<file path="src/core/msaf_cfg.svh">
`ifndef MSAF_CFG_SVH
`define MSAF_CFG_SVH
// ----------------------------------------
// Register offsets and fields
// ----------------------------------------
`define MSAF_REG_CTRL 8'h40
`define MSAF_PARAM_FIRST 8'h5C
`define MSAF_PARAM_LAST 8'h6E
`define MSAF_ZONE_MAP 8'h5C
`define MSAF_MIN_DUTY 8'h64
`define MSAF_TEMP_LIM 8'h67
`define MSAF_ABS_LIM 8'h6A
`define MSAF_BIT_START 0
`define MSAF_BIT_LOCK 1
`define MSAF_BIT_READY 2
`define MSAF_BIT_OVRID 3
// ----------------------------------------
// Bus addresses
// ----------------------------------------
`define MSAF_ADDR_PREFIX 5'h0B
`define MSAF_ADDR_DEF 7'h2E
`define MSAF_ADDR_SEL0 7'h2C
`define MSAF_ADDR_SEL1 7'h2D
// ----------------------------------------
// Reset values of inactive fan parameters
// ----------------------------------------
`define MSAF_ABS_LIM_RST 8'h64
`define MSAF_TEMP_LIM_RST 8'h5A
`define MSAF_MIN_DUTY_RST 8'h80
`define MSAF_OTHER_RST 8'h00
// ----------------------------------------
// Timing
// ----------------------------------------
`define MSAF_CLK_MHZ 200
`define MSAF_CYC_PER_MS (`MSAF_CLK_MHZ * 1000)
`define MSAF_STUCK_LOW_MS 25
`define MSAF_POWERUP_MS 500
`define MSAF_PWM_DIV 16'h0100
`endif

</file>
<file path="src/core/msaf_pkg.sv">
package msaf_pkg;
  typedef enum logic [2:0] {
    MSAF_IDLE = 3'b000,
    MSAF_RX = 3'b001,
    MSAF_ACK = 3'b010,
    MSAF_TX = 3'b011,
    MSAF_TXACK = 3'b100
  } msaf_state_t;
endpackage : msaf_pkg

</file>
<file path="src/core/msaf_top.sv">
`include "msaf_cfg.svh"
module msaf_top #(
  parameter int unsigned STUCK_LOW_CYC = `MSAF_STUCK_LOW_MS * `MSAF_CYC_PER_MS,
  parameter int unsigned POWERUP_CYC = `MSAF_POWERUP_MS * `MSAF_CYC_PER_MS
) (
  input wire logic clk_sys_in,
  input wire logic reset_in,
  input wire logic serial_clock_pin_in,
  input wire logic serial_data_pin_in,
  output logic serial_data_pin_out,
  output logic serial_data_pin_oe_out,
  input wire logic fan_drive_out_three_in,
  output logic fan_drive_out_three_out,
  output logic fan_drive_out_three_oe_out,
  input wire logic fan_speed_in_four_in,
  input wire logic [7:0] zone1_temp_in,
  input wire logic [7:0] zone2_temp_in,
  input wire logic [7:0] zone3_temp_in,
  output logic fan_drive_one_out,
  output logic fan_drive_two_out,
  output logic fan_speed_four_out,
  output logic fan_ctrl_ready_out
);
  import msaf_pkg::*;
  // ----------------------------------------
  // Pin synchronisers
  // ----------------------------------------
  localparam int P_SCL = 0;
  localparam int P_SDA = 1;
  localparam int P_EN = 2;
  localparam int P_SEL = 3;
  logic [3:0] s1_r, s2_r, s3_r, pin_q_r, pin_d_r;
  wire logic [3:0] pins = {fan_speed_in_four_in, fan_drive_out_three_in,
                           serial_data_pin_in, serial_clock_pin_in};
  // A change counts only once the second and third stages agree
  always_ff @(posedge clk_sys_in) begin
    if (reset_in) begin
      s1_r <= 4'hF;
      s2_r <= 4'hF;
      s3_r <= 4'hF;
      pin_q_r <= 4'hF;
      pin_d_r <= 4'hF;
    end else begin
      s1_r <= pins;
      s2_r <= s1_r;
      s3_r <= s2_r;
      pin_q_r <= (s3_r & ~(s2_r ^ s3_r)) | (pin_q_r & (s2_r ^ s3_r));
      pin_d_r <= pin_q_r;
    end
  end
  wire logic scl_rise = pin_q_r[P_SCL] & ~pin_d_r[P_SCL];
  wire logic scl_fall = ~pin_q_r[P_SCL] & pin_d_r[P_SCL];
  wire logic scl_hi = pin_q_r[P_SCL] & pin_d_r[P_SCL];
  wire logic bus_start = scl_hi & pin_d_r[P_SDA] & ~pin_q_r[P_SDA];
  wire logic bus_stop = scl_hi & ~pin_d_r[P_SDA] & pin_q_r[P_SDA];
  wire logic bus_low = ~pin_q_r[P_SCL] | ~pin_q_r[P_SDA];
  // ----------------------------------------
  // Stuck-low and power-up timers
  // ----------------------------------------
  logic [31:0] low_cnt_r, por_cnt_r;
  logic ready_r;
  wire logic bus_reset = bus_low && (low_cnt_r == STUCK_LOW_CYC - 1);
  always_ff @(posedge clk_sys_in) begin
    if (reset_in) begin
      low_cnt_r <= 32'h0000_0000;
      por_cnt_r <= 32'h0000_0000;
      ready_r <= 1'b0;
    end else begin
      low_cnt_r <= !bus_low ? 32'h0000_0000 :
                   (low_cnt_r == STUCK_LOW_CYC) ? low_cnt_r : low_cnt_r + 32'h0000_0001;
      if (por_cnt_r != POWERUP_CYC) por_cnt_r <= por_cnt_r + 32'h0000_0001;
      ready_r <= (por_cnt_r == POWERUP_CYC);
    end
  end
  // ----------------------------------------
  // Address selection
  // ----------------------------------------
  logic addr_lock_r, straps_free_r;
  logic [6:0] addr_r;
  wire logic [6:0] prov_addr = pin_q_r[P_EN] ? `MSAF_ADDR_DEF :
                               pin_q_r[P_SEL] ? `MSAF_ADDR_SEL1 : `MSAF_ADDR_SEL0;
  wire logic [6:0] cur_addr = addr_lock_r ? addr_r : prov_addr;
  // ----------------------------------------
  // Serial target state machine
  // ----------------------------------------
  msaf_state_t state_r;
  logic [3:0] bit_cnt_r;
  logic [1:0] byte_idx_r;
  logic [7:0] shift_r, ptr_r;
  logic rw_r, sda_oe_r;
  logic ctl_start_r, ctl_lock_r, ctl_ovrid_r;
  logic [18:0][7:0] param_r;
  wire logic byte_done = (state_r == MSAF_RX) && scl_fall && (bit_cnt_r == 4'h8);
  wire logic addr_done = byte_done && (byte_idx_r == 2'h0);
  wire logic addr_hit = addr_done && ready_r && (shift_r[7:1] == cur_addr);
  wire logic wr_en = byte_done && (byte_idx_r == 2'h2);
  wire logic in_param = (ptr_r >= `MSAF_PARAM_FIRST) && (ptr_r <= `MSAF_PARAM_LAST);
  wire logic [4:0] pidx = 5'(ptr_r - `MSAF_PARAM_FIRST);
  wire logic [7:0] rd_data = (ptr_r == `MSAF_REG_CTRL) ?
      {4'h0, ctl_ovrid_r, ready_r, ctl_lock_r, ctl_start_r} :
      in_param ? param_r[pidx] : 8'h00;
  always_ff @(posedge clk_sys_in) begin
    if (reset_in || bus_reset) begin
      state_r <= MSAF_IDLE;
      sda_oe_r <= 1'b0;
      bit_cnt_r <= 4'h0;
      byte_idx_r <= 2'h0;
      shift_r <= 8'h00;
      rw_r <= 1'b0;
    end else if (bus_start) begin
      state_r <= MSAF_RX;
      sda_oe_r <= 1'b0;
      bit_cnt_r <= 4'h0;
      byte_idx_r <= 2'h0;
    end else if (bus_stop) begin
      state_r <= MSAF_IDLE;
      sda_oe_r <= 1'b0;
    end else begin
      case (state_r)
        MSAF_RX: begin
          if (scl_rise && bit_cnt_r != 4'h8) begin
            shift_r <= {shift_r[6:0], pin_q_r[P_SDA]};
            bit_cnt_r <= bit_cnt_r + 4'h1;
          end else if (byte_done) begin
            state_r <= (byte_idx_r != 2'h0 || addr_hit) ? MSAF_ACK : MSAF_IDLE;
            sda_oe_r <= (byte_idx_r != 2'h0 || addr_hit);
            if (addr_done) rw_r <= shift_r[0];
          end
        end
        MSAF_ACK: begin
          if (scl_fall) begin
            bit_cnt_r <= rw_r ? 4'h1 : 4'h0;
            shift_r <= rw_r ? rd_data : shift_r;
            sda_oe_r <= rw_r & ~rd_data[7];
            state_r <= rw_r ? MSAF_TX : MSAF_RX;
            if (byte_idx_r != 2'h2) byte_idx_r <= byte_idx_r + 2'h1;
          end
        end
        MSAF_TX: begin
          if (scl_fall) begin
            sda_oe_r <= (bit_cnt_r != 4'h8) & ~shift_r[6];
            shift_r <= {shift_r[6:0], 1'b0};
            bit_cnt_r <= bit_cnt_r + 4'h1;
            if (bit_cnt_r == 4'h8) state_r <= MSAF_TXACK;
          end
        end
        MSAF_TXACK: begin
          if (scl_rise && pin_q_r[P_SDA]) begin
            state_r <= MSAF_IDLE;
          end else if (scl_fall) begin
            shift_r <= rd_data;
            sda_oe_r <= ~rd_data[7];
            bit_cnt_r <= 4'h1;
            state_r <= MSAF_TX;
          end
        end
        default: begin
          state_r <= MSAF_IDLE;
        end
      endcase
    end
  end
  // ----------------------------------------
  // Address latch, pointer, registers
  // ----------------------------------------
  always_ff @(posedge clk_sys_in) begin
    if (reset_in) begin
      addr_lock_r <= 1'b0;
      addr_r <= `MSAF_ADDR_DEF;
      straps_free_r <= 1'b0;
      ptr_r <= 8'h00;
      ctl_start_r <= 1'b0;
      ctl_lock_r <= 1'b0;
      ctl_ovrid_r <= 1'b0;
      param_r <= '0;
    end else begin
      if (addr_done && ready_r && !addr_lock_r && shift_r[7:3] == `MSAF_ADDR_PREFIX) begin
        addr_lock_r <= 1'b1;
        addr_r <= prov_addr;
      end
      if (bus_stop && addr_lock_r) straps_free_r <= 1'b1;
      if (byte_done && byte_idx_r == 2'h1) ptr_r <= shift_r;
      if (wr_en && !ctl_lock_r) begin
        if (ptr_r == `MSAF_REG_CTRL) begin
          ctl_start_r <= shift_r[`MSAF_BIT_START];
          ctl_lock_r <= shift_r[`MSAF_BIT_LOCK];
          ctl_ovrid_r <= shift_r[`MSAF_BIT_OVRID];
        end
        if (in_param) param_r[pidx] <= shift_r;
      end
    end
  end
  // ----------------------------------------
  // Fan control
  // ----------------------------------------
  function automatic logic [7:0] def_val(input logic [7:0] a);
    if (a >= `MSAF_ABS_LIM && a < `MSAF_ABS_LIM + 8'h03) return `MSAF_ABS_LIM_RST;
    if (a >= `MSAF_TEMP_LIM && a < `MSAF_TEMP_LIM + 8'h03) return `MSAF_TEMP_LIM_RST;
    if (a >= `MSAF_MIN_DUTY && a < `MSAF_MIN_DUTY + 8'h03) return `MSAF_MIN_DUTY_RST;
    return `MSAF_OTHER_RST;
  endfunction : def_val
  logic [18:0][7:0] eff_p;
  always_comb begin
    for (int i = 0; i < 19; i++) begin
      eff_p[i] = ctl_start_r ? param_r[i] : def_val(`MSAF_PARAM_FIRST + 8'(i));
    end
  end
  // Values go in as an argument so every caller re-evaluates on a write
  function automatic logic [7:0] eff(input logic [18:0][7:0] p, input logic [7:0] a);
    return p[5'(a - `MSAF_PARAM_FIRST)];
  endfunction : eff
  wire logic [2:0][7:0] zt = {zone3_temp_in, zone2_temp_in, zone1_temp_in};
  wire logic over_abs = (zt[0] > eff(eff_p, `MSAF_ABS_LIM)) ||
                        (zt[1] > eff(eff_p, `MSAF_ABS_LIM + 8'h01)) ||
                        (zt[2] > eff(eff_p, `MSAF_ABS_LIM + 8'h02));
  logic [2:0][7:0] duty_nxt, duty_r;
  logic [1:0] zsel;
  logic [7:0] zcfg;
  always_comb begin
    zsel = 2'h0;
    zcfg = 8'h00;
    for (int f = 0; f < 3; f++) begin
      zcfg = eff(eff_p, `MSAF_ZONE_MAP + 8'(f));
      zsel = zcfg[6:5];
      if (over_abs || zsel == 2'h3) duty_nxt[f] = 8'hFF;
      else if (zt[zsel] > eff(eff_p, `MSAF_TEMP_LIM + {6'h00, zsel})) duty_nxt[f] = 8'hFF;
      else duty_nxt[f] = eff(eff_p, `MSAF_MIN_DUTY + 8'(f));
    end
  end
  logic [15:0] div_r;
  logic [7:0] pwm_cnt_r;
  logic [2:0] pwm_r;
  logic pin3_oe_r, fan_speed_in_four_r;
  // Slow PWM rate keeps the fan pins quiet; resolution is the 8-bit duty
  always_ff @(posedge clk_sys_in) begin
    if (reset_in) begin
      div_r <= 16'h0000;
      pwm_cnt_r <= 8'h00;
      duty_r <= '0;
      pwm_r <= 3'h0;
      pin3_oe_r <= 1'b0;
      fan_speed_in_four_r <= 1'b0;
    end else begin
      div_r <= (div_r == `MSAF_PWM_DIV - 16'h0001) ? 16'h0000 : div_r + 16'h0001;
      if (div_r == 16'h0000) pwm_cnt_r <= pwm_cnt_r + 8'h01;
      duty_r <= duty_nxt;
      for (int f = 0; f < 3; f++) pwm_r[f] <= (duty_r[f] == 8'hFF) || (pwm_cnt_r < duty_r[f]);
      pin3_oe_r <= straps_free_r & ~pwm_r[2];
      fan_speed_in_four_r <= straps_free_r & pin_q_r[P_SEL];
    end
  end
  assign serial_data_pin_out = 1'b0;
  assign serial_data_pin_oe_out = sda_oe_r;
  assign fan_drive_out_three_out = 1'b0;
  assign fan_drive_out_three_oe_out = pin3_oe_r;
  assign fan_drive_one_out = pwm_r[0];
  assign fan_drive_two_out = pwm_r[1];
  assign fan_speed_four_out = fan_speed_in_four_r;
  assign fan_ctrl_ready_out = ready_r;
  // ----------------------------------------
  // Checks
  // ----------------------------------------
  property p_stuck_release;
    @(posedge clk_sys_in) disable iff (reset_in) bus_reset |=> !sda_oe_r && state_r == MSAF_IDLE;
  endproperty
  a_stuck_release: assert property (p_stuck_release) else $error("bus not released");
  property p_ready_delay;
    @(posedge clk_sys_in) disable iff (reset_in) !ready_r |-> !sda_oe_r;
  endproperty
  a_ready_delay: assert property (p_ready_delay) else $error("answered before ready");
  property p_def_addr;
    @(posedge clk_sys_in) disable iff (reset_in)
      $rose(addr_lock_r) && $past(pin_q_r[P_EN]) |-> addr_r == `MSAF_ADDR_DEF;
  endproperty
  a_def_addr: assert property (p_def_addr) else $error("default address wrong");
  property p_sel_addr;
    @(posedge clk_sys_in) disable iff (reset_in) $rose(addr_lock_r) && !$past(pin_q_r[P_EN])
      |-> addr_r == ($past(pin_q_r[P_SEL]) ? `MSAF_ADDR_SEL1 : `MSAF_ADDR_SEL0);
  endproperty
  a_sel_addr: assert property (p_sel_addr) else $error("selected address wrong");
  property p_pin_input;
    @(posedge clk_sys_in) disable iff (reset_in) !straps_free_r |=> !pin3_oe_r;
  endproperty
  a_pin_input: assert property (p_pin_input) else $error("shared pin driven early");
  property p_addr_once;
    @(posedge clk_sys_in) disable iff (reset_in) addr_lock_r |=> addr_lock_r && $stable(addr_r);
  endproperty
  a_addr_once: assert property (p_addr_once) else $error("address changed");
  property p_abs_full;
    @(posedge clk_sys_in) disable iff (reset_in)
      over_abs |=> duty_r[0] == 8'hFF && duty_r[1] == 8'hFF && duty_r[2] == 8'hFF;
  endproperty
  a_abs_full: assert property (p_abs_full) else $error("not full duty");
  property p_locked;
    @(posedge clk_sys_in) disable iff (reset_in)
      ctl_lock_r && wr_en |=> $stable(param_r) && ctl_lock_r && $stable(ctl_start_r);
  endproperty
  a_locked: assert property (p_locked) else $error("locked write took effect");
endmodule : msaf_top

</file>
<file path="config.mk">
export PLATFORM = sky130hd
export DESIGN_NAME = msaf_top
export DESIGN_NICKNAME = d
export VERILOG_FILES = /design/src/core/msaf_pkg.sv /design/src/core/msaf_top.sv
export VERILOG_INCLUDE_DIRS = /design/src /design/src/core
export SDC_FILE = /design/constraint.sdc
export NUM_CORES = 1
export LEC_CHECK = 0
export BUFFER_PORTS_ARGS = -buffer_cell sky130_fd_sc_hd__buf_2
export CAP_MARGIN = 20
export CORE_MARGIN = 2
export CORE_UTILIZATION = 45
export CTS_BUF_LIST = sky130_fd_sc_hd__clkbuf_4
export DETAILED_ROUTE_END_ITERATION = 8
export HOLD_SLACK_MARGIN = 0.15
export PLACE_DENSITY_LB_ADDON = 0.2
export SETUP_SLACK_MARGIN = 0.2
export SYNTH_ARGS = -nofsm -noshare
export SYNTH_HDL_FRONTEND = slang
export SYNTH_SLANG_ARGS = --single-unit
</file>
<file path="constraint.sdc">
create_clock -name clk_sys_in -period 10.3 [get_ports clk_sys_in]
set_input_delay 1.03 -clock clk_sys_in [delete_from_list [all_inputs] [get_ports clk_sys_in]]
set_output_delay 1.03 -clock clk_sys_in [all_outputs]
set_load 0.01 [all_outputs]
</file>
==> impl_metrics.json <==
{
  "clk_pin_slew_ns": 0.06,
  "grt_pass1_vias": 14474,
  "cp_common_cell": "buf_4",
  "relSlewSlack": 0.2636,
  "outcome": "finished clean",
  "gp_congestion": 0.9149,
  "drt_first_pass_iters": 5,
  "slowest_delay_ns": 0.68,
  "cp.required_ns": 10.85,
  "grt_max_degree": 128,
  "hold_slack_ns": 0.4038,
  "cap_violations": 0,
  "grt_pass1_wl_microns": 77800,
  "max_freq_ghz": 0.2770,
  "synth_seq_cells": 322,
  "setup_viol": 0,
  "finClkSkew_ns": 0.03888,
  "hold_viol_final": 0,
  "rows": 71,
  "powerDensity_nw_per_um2": 132.2,
  "cts_buffers": 87,
  "critPathBufInv": 2,
  "period_needed_ns": 3.610,
  "synth-edff-count": 0,
  "syn_inst": 2037,
  "end_kind": "register",
  "clock-sinks": 322,
  "maxSlewViolCount": 0,
  "cts_resized": 0,
  "initial_core_util": 0.4554,
  "io_buffers": 35,
  "hpwl_microns": 33490,
  "core_sq_um": 37580,
  "cp_slowest_cell": "buf_4",
  "instances_no_fill": 2650,
  "ant_nets": 0,
  "synth_area_leaders": "dfxtp_1 (38%), nand2_1 (9.5%), mux4_2 (7.4%), a21oi_1 (6.2%), ha_1 (6.1%)",
  "synth_top_area_frac": 0.3767,
  "dp.cells": 2493,
  "routedWlPerCell_microns": 18.47,
  "dieArea_sq_um": 39610,
  "track_usage": 0.2500,
  "vdd_drop_max_v": 0.00008375,
  "finalNetCount": 2188,
  "drive_gt1_frac": 0.1403,
  "drc": 0,
  "cts_setup_buffers": 0,
  "cts_tree": "done",
  "routed_wl_microns": 48930,
  "initialDrtViolationCount": 1187,
  "synth_area_sq_um": 17110,
  "yosys_warnings": 0,
  "cp_top_family": "compound AO/OA/AOI/OAI gates",
  "chipHeight_microns": 199.0,
  "post_drt_via_cell_ratio": 5.704,
  "worstSetupPathType": "register to register",
  "via_count": 15116,
  "rsz0062_at_grt": "false",
  "yosysSeqAreaShare": 0.3767,
  "async_reset_ff_frac": 0,
  "gr-total-overflow": 0,
  "synth_area_per_cell_sq_um": 8.401,
  "cts_hold_buf": 0,
  "hold_class": "register to register",
  "tightest_slew_ns": 1.103,
  "crit_arrival_ns": 4.16,
  "yosysUniqueCellTypes": 67,
  "worstSkewPairLatency_ns": 0.74,
  "power_leakage_nw": 6.494,
  "h-tree-depth": 3,
  "cp-start-kind": "register",
  "cts_root_buf": "clkbuf_4",
  "path_max_fanout": 101,
  "finalSetupTns_ns": 0,
  "synthToLayoutAreaGrowth_pct": 10.15,
  "finalCritPeriodShare": 0.3505,
  "ios": 38,
  "yosysTopAreaCell": "dfxtp_1",
  "synthFlopType": "dfxtp_1",
  "grt_antenna_before_repair": 1,
  "max-clock-path-buffers": 3,
  "path_cells": "buf_4 -> and2_1 -> mux2i_1 -> o221ai_1 -> ha_1 -> nor2b_1 -> o21a_1 -> o211ai_1 -> a211oi_1 -> a311oi_1 -> buf_4 -> a41oi_1",
  "die_w_microns": 199.0
}
cell families (layout without fill, tap and decap cells):
group                    after synthesis  after routing  synth area share
AND/OR/NAND/NOR                      882            882            0.2370
flip-flops                           322            322            0.3767
adder cells (fa/ha/maj)               83             83           0.06069
other                                  1              3         0.0002191
XOR/XNOR                              73             73           0.03736
AO/OA/AOI/OAI                        399            399            0.1446
buffers and inverters                167            267           0.03787
multiplexers                         110            110            0.1056
Yosys cell counts, drive strengths merged (11+ instances only):
| library cell | instances |
|---|---|
| a211oi | 14 |
| a21o | 11 |
| a21oi | 213 |
| a31oi | 23 |
| and2 | 18 |
| and3 | 11 |
| buf | 20 |
| clkbuf | 92 |
| dfxtp | 322 |
| ha | 83 |
| inv | 55 |
| mux2i | 50 |
| mux4 | 56 |
| nand2 | 435 |
| nand2b | 30 |
| nand3 | 44 |
| nand4 | 35 |
| nor2 | 175 |
| nor2b | 36 |
| nor3 | 16 |
| nor4 | 12 |
| o21ai | 34 |
| o221ai | 23 |
| or2 | 15 |
| or3 | 20 |
| xnor2 | 24 |
| xor2 | 49 |
routing by layer:
metal,global-route usage,up-vias,part of all wire
met5,0,-,0
met4,0.08320,0,0.023
met3,0.05765,97,0.083
met2,0.3907,524,0.45
met1,0.3405,7210,0.44
li1,-,7285,-
worst paths after layout:
path          startpoint                         end  slack, ns  cells past startpoint
max          ctl_start_r                  duty_r[15]       6.69                     12
min             pwm_r[2]  fan_drive_out_three_oe_out       0.40                      1
max reg2reg  ctl_start_r                  duty_r[15]       6.69                     12
min reg2reg     pwm_r[2]  fan_drive_out_three_oe_out       0.40                      1
state kept, by name, indices dropped and copies added, names as in the netlist, 3 cells and up, named ones only:
| name | cells |
|---|---|
| param_r | 152 |
| duty_r | 24 |
| low_cnt_r | 32 |
| shift_r | 8 |
| div_r | 16 |
| pwm_cnt_r | 8 |
| ptr_r | 8 |
| s3_r | 4 |
| por_cnt_r | 32 |
| s2_r | 4 |
| pwm_r | 3 |
| s1_r | 4 |
| state_r | 3 |
| bit_cnt_r | 4 |
cell usage in the layout, fill, tap and decap left out, types with 16 or more instances in the layout:
cell,instances
nand2_1,435
dfxtp_1,319
a21oi_1,213
nor2_1,166
clkbuf_4,136
ha_1,83
mux4_2,56
inv_1,55
mux2i_1,50
xor2_1,49
nand3_1,44
nor2b_1,36
nand4_1,35
buf_2,34
o21ai_0,33
nand2b_1,30
xnor2_1,24
o221ai_1,23
a31oi_1,23
or3_1,20
buf_4,20
and2_1,17
nor3_1,16
where the power goes:
group / total [mW] / internal (mW) / leakage (nW) / switching (mW)
Combinational: 0.0996 / 0.0402 / 3.23 / 0.0594
Clock: 1.12 / 0.597 / 0.657 / 0.527
Sequential: 1.27 / 1.26 / 2.61 / 0.0111
layout make-up:
type | instances | area [sq um]
inverter | 55 | 206.4
multi-input combinational | 1549 | 10020
antenna | 1 | 2.502
fill | 3703 | 18730
sequential | 322 | 6450
clock inverter | 16 | 73.82
timing repair buffer | 60 | 434.2
tap | 511 | 639.4
clock buffer | 136 | 1021
stage by stage:
step	instance area [sq um]	util	worst slack, ns	power [mW]
3_3_place_gp	17650	0.4698	6.458	1.392
4_1_cts	18760	0.4993	6.480	2.530
6_report	18850	0.5016	6.690	2.492
2_1_floorplan	17120	-	7.068	1.363
5_1_grt	18850	0.5016	6.485	2.614
3_5_place_dp	17670	0.4702	6.487	1.395
Note: power is estimated with default switching activity, not from simulation.
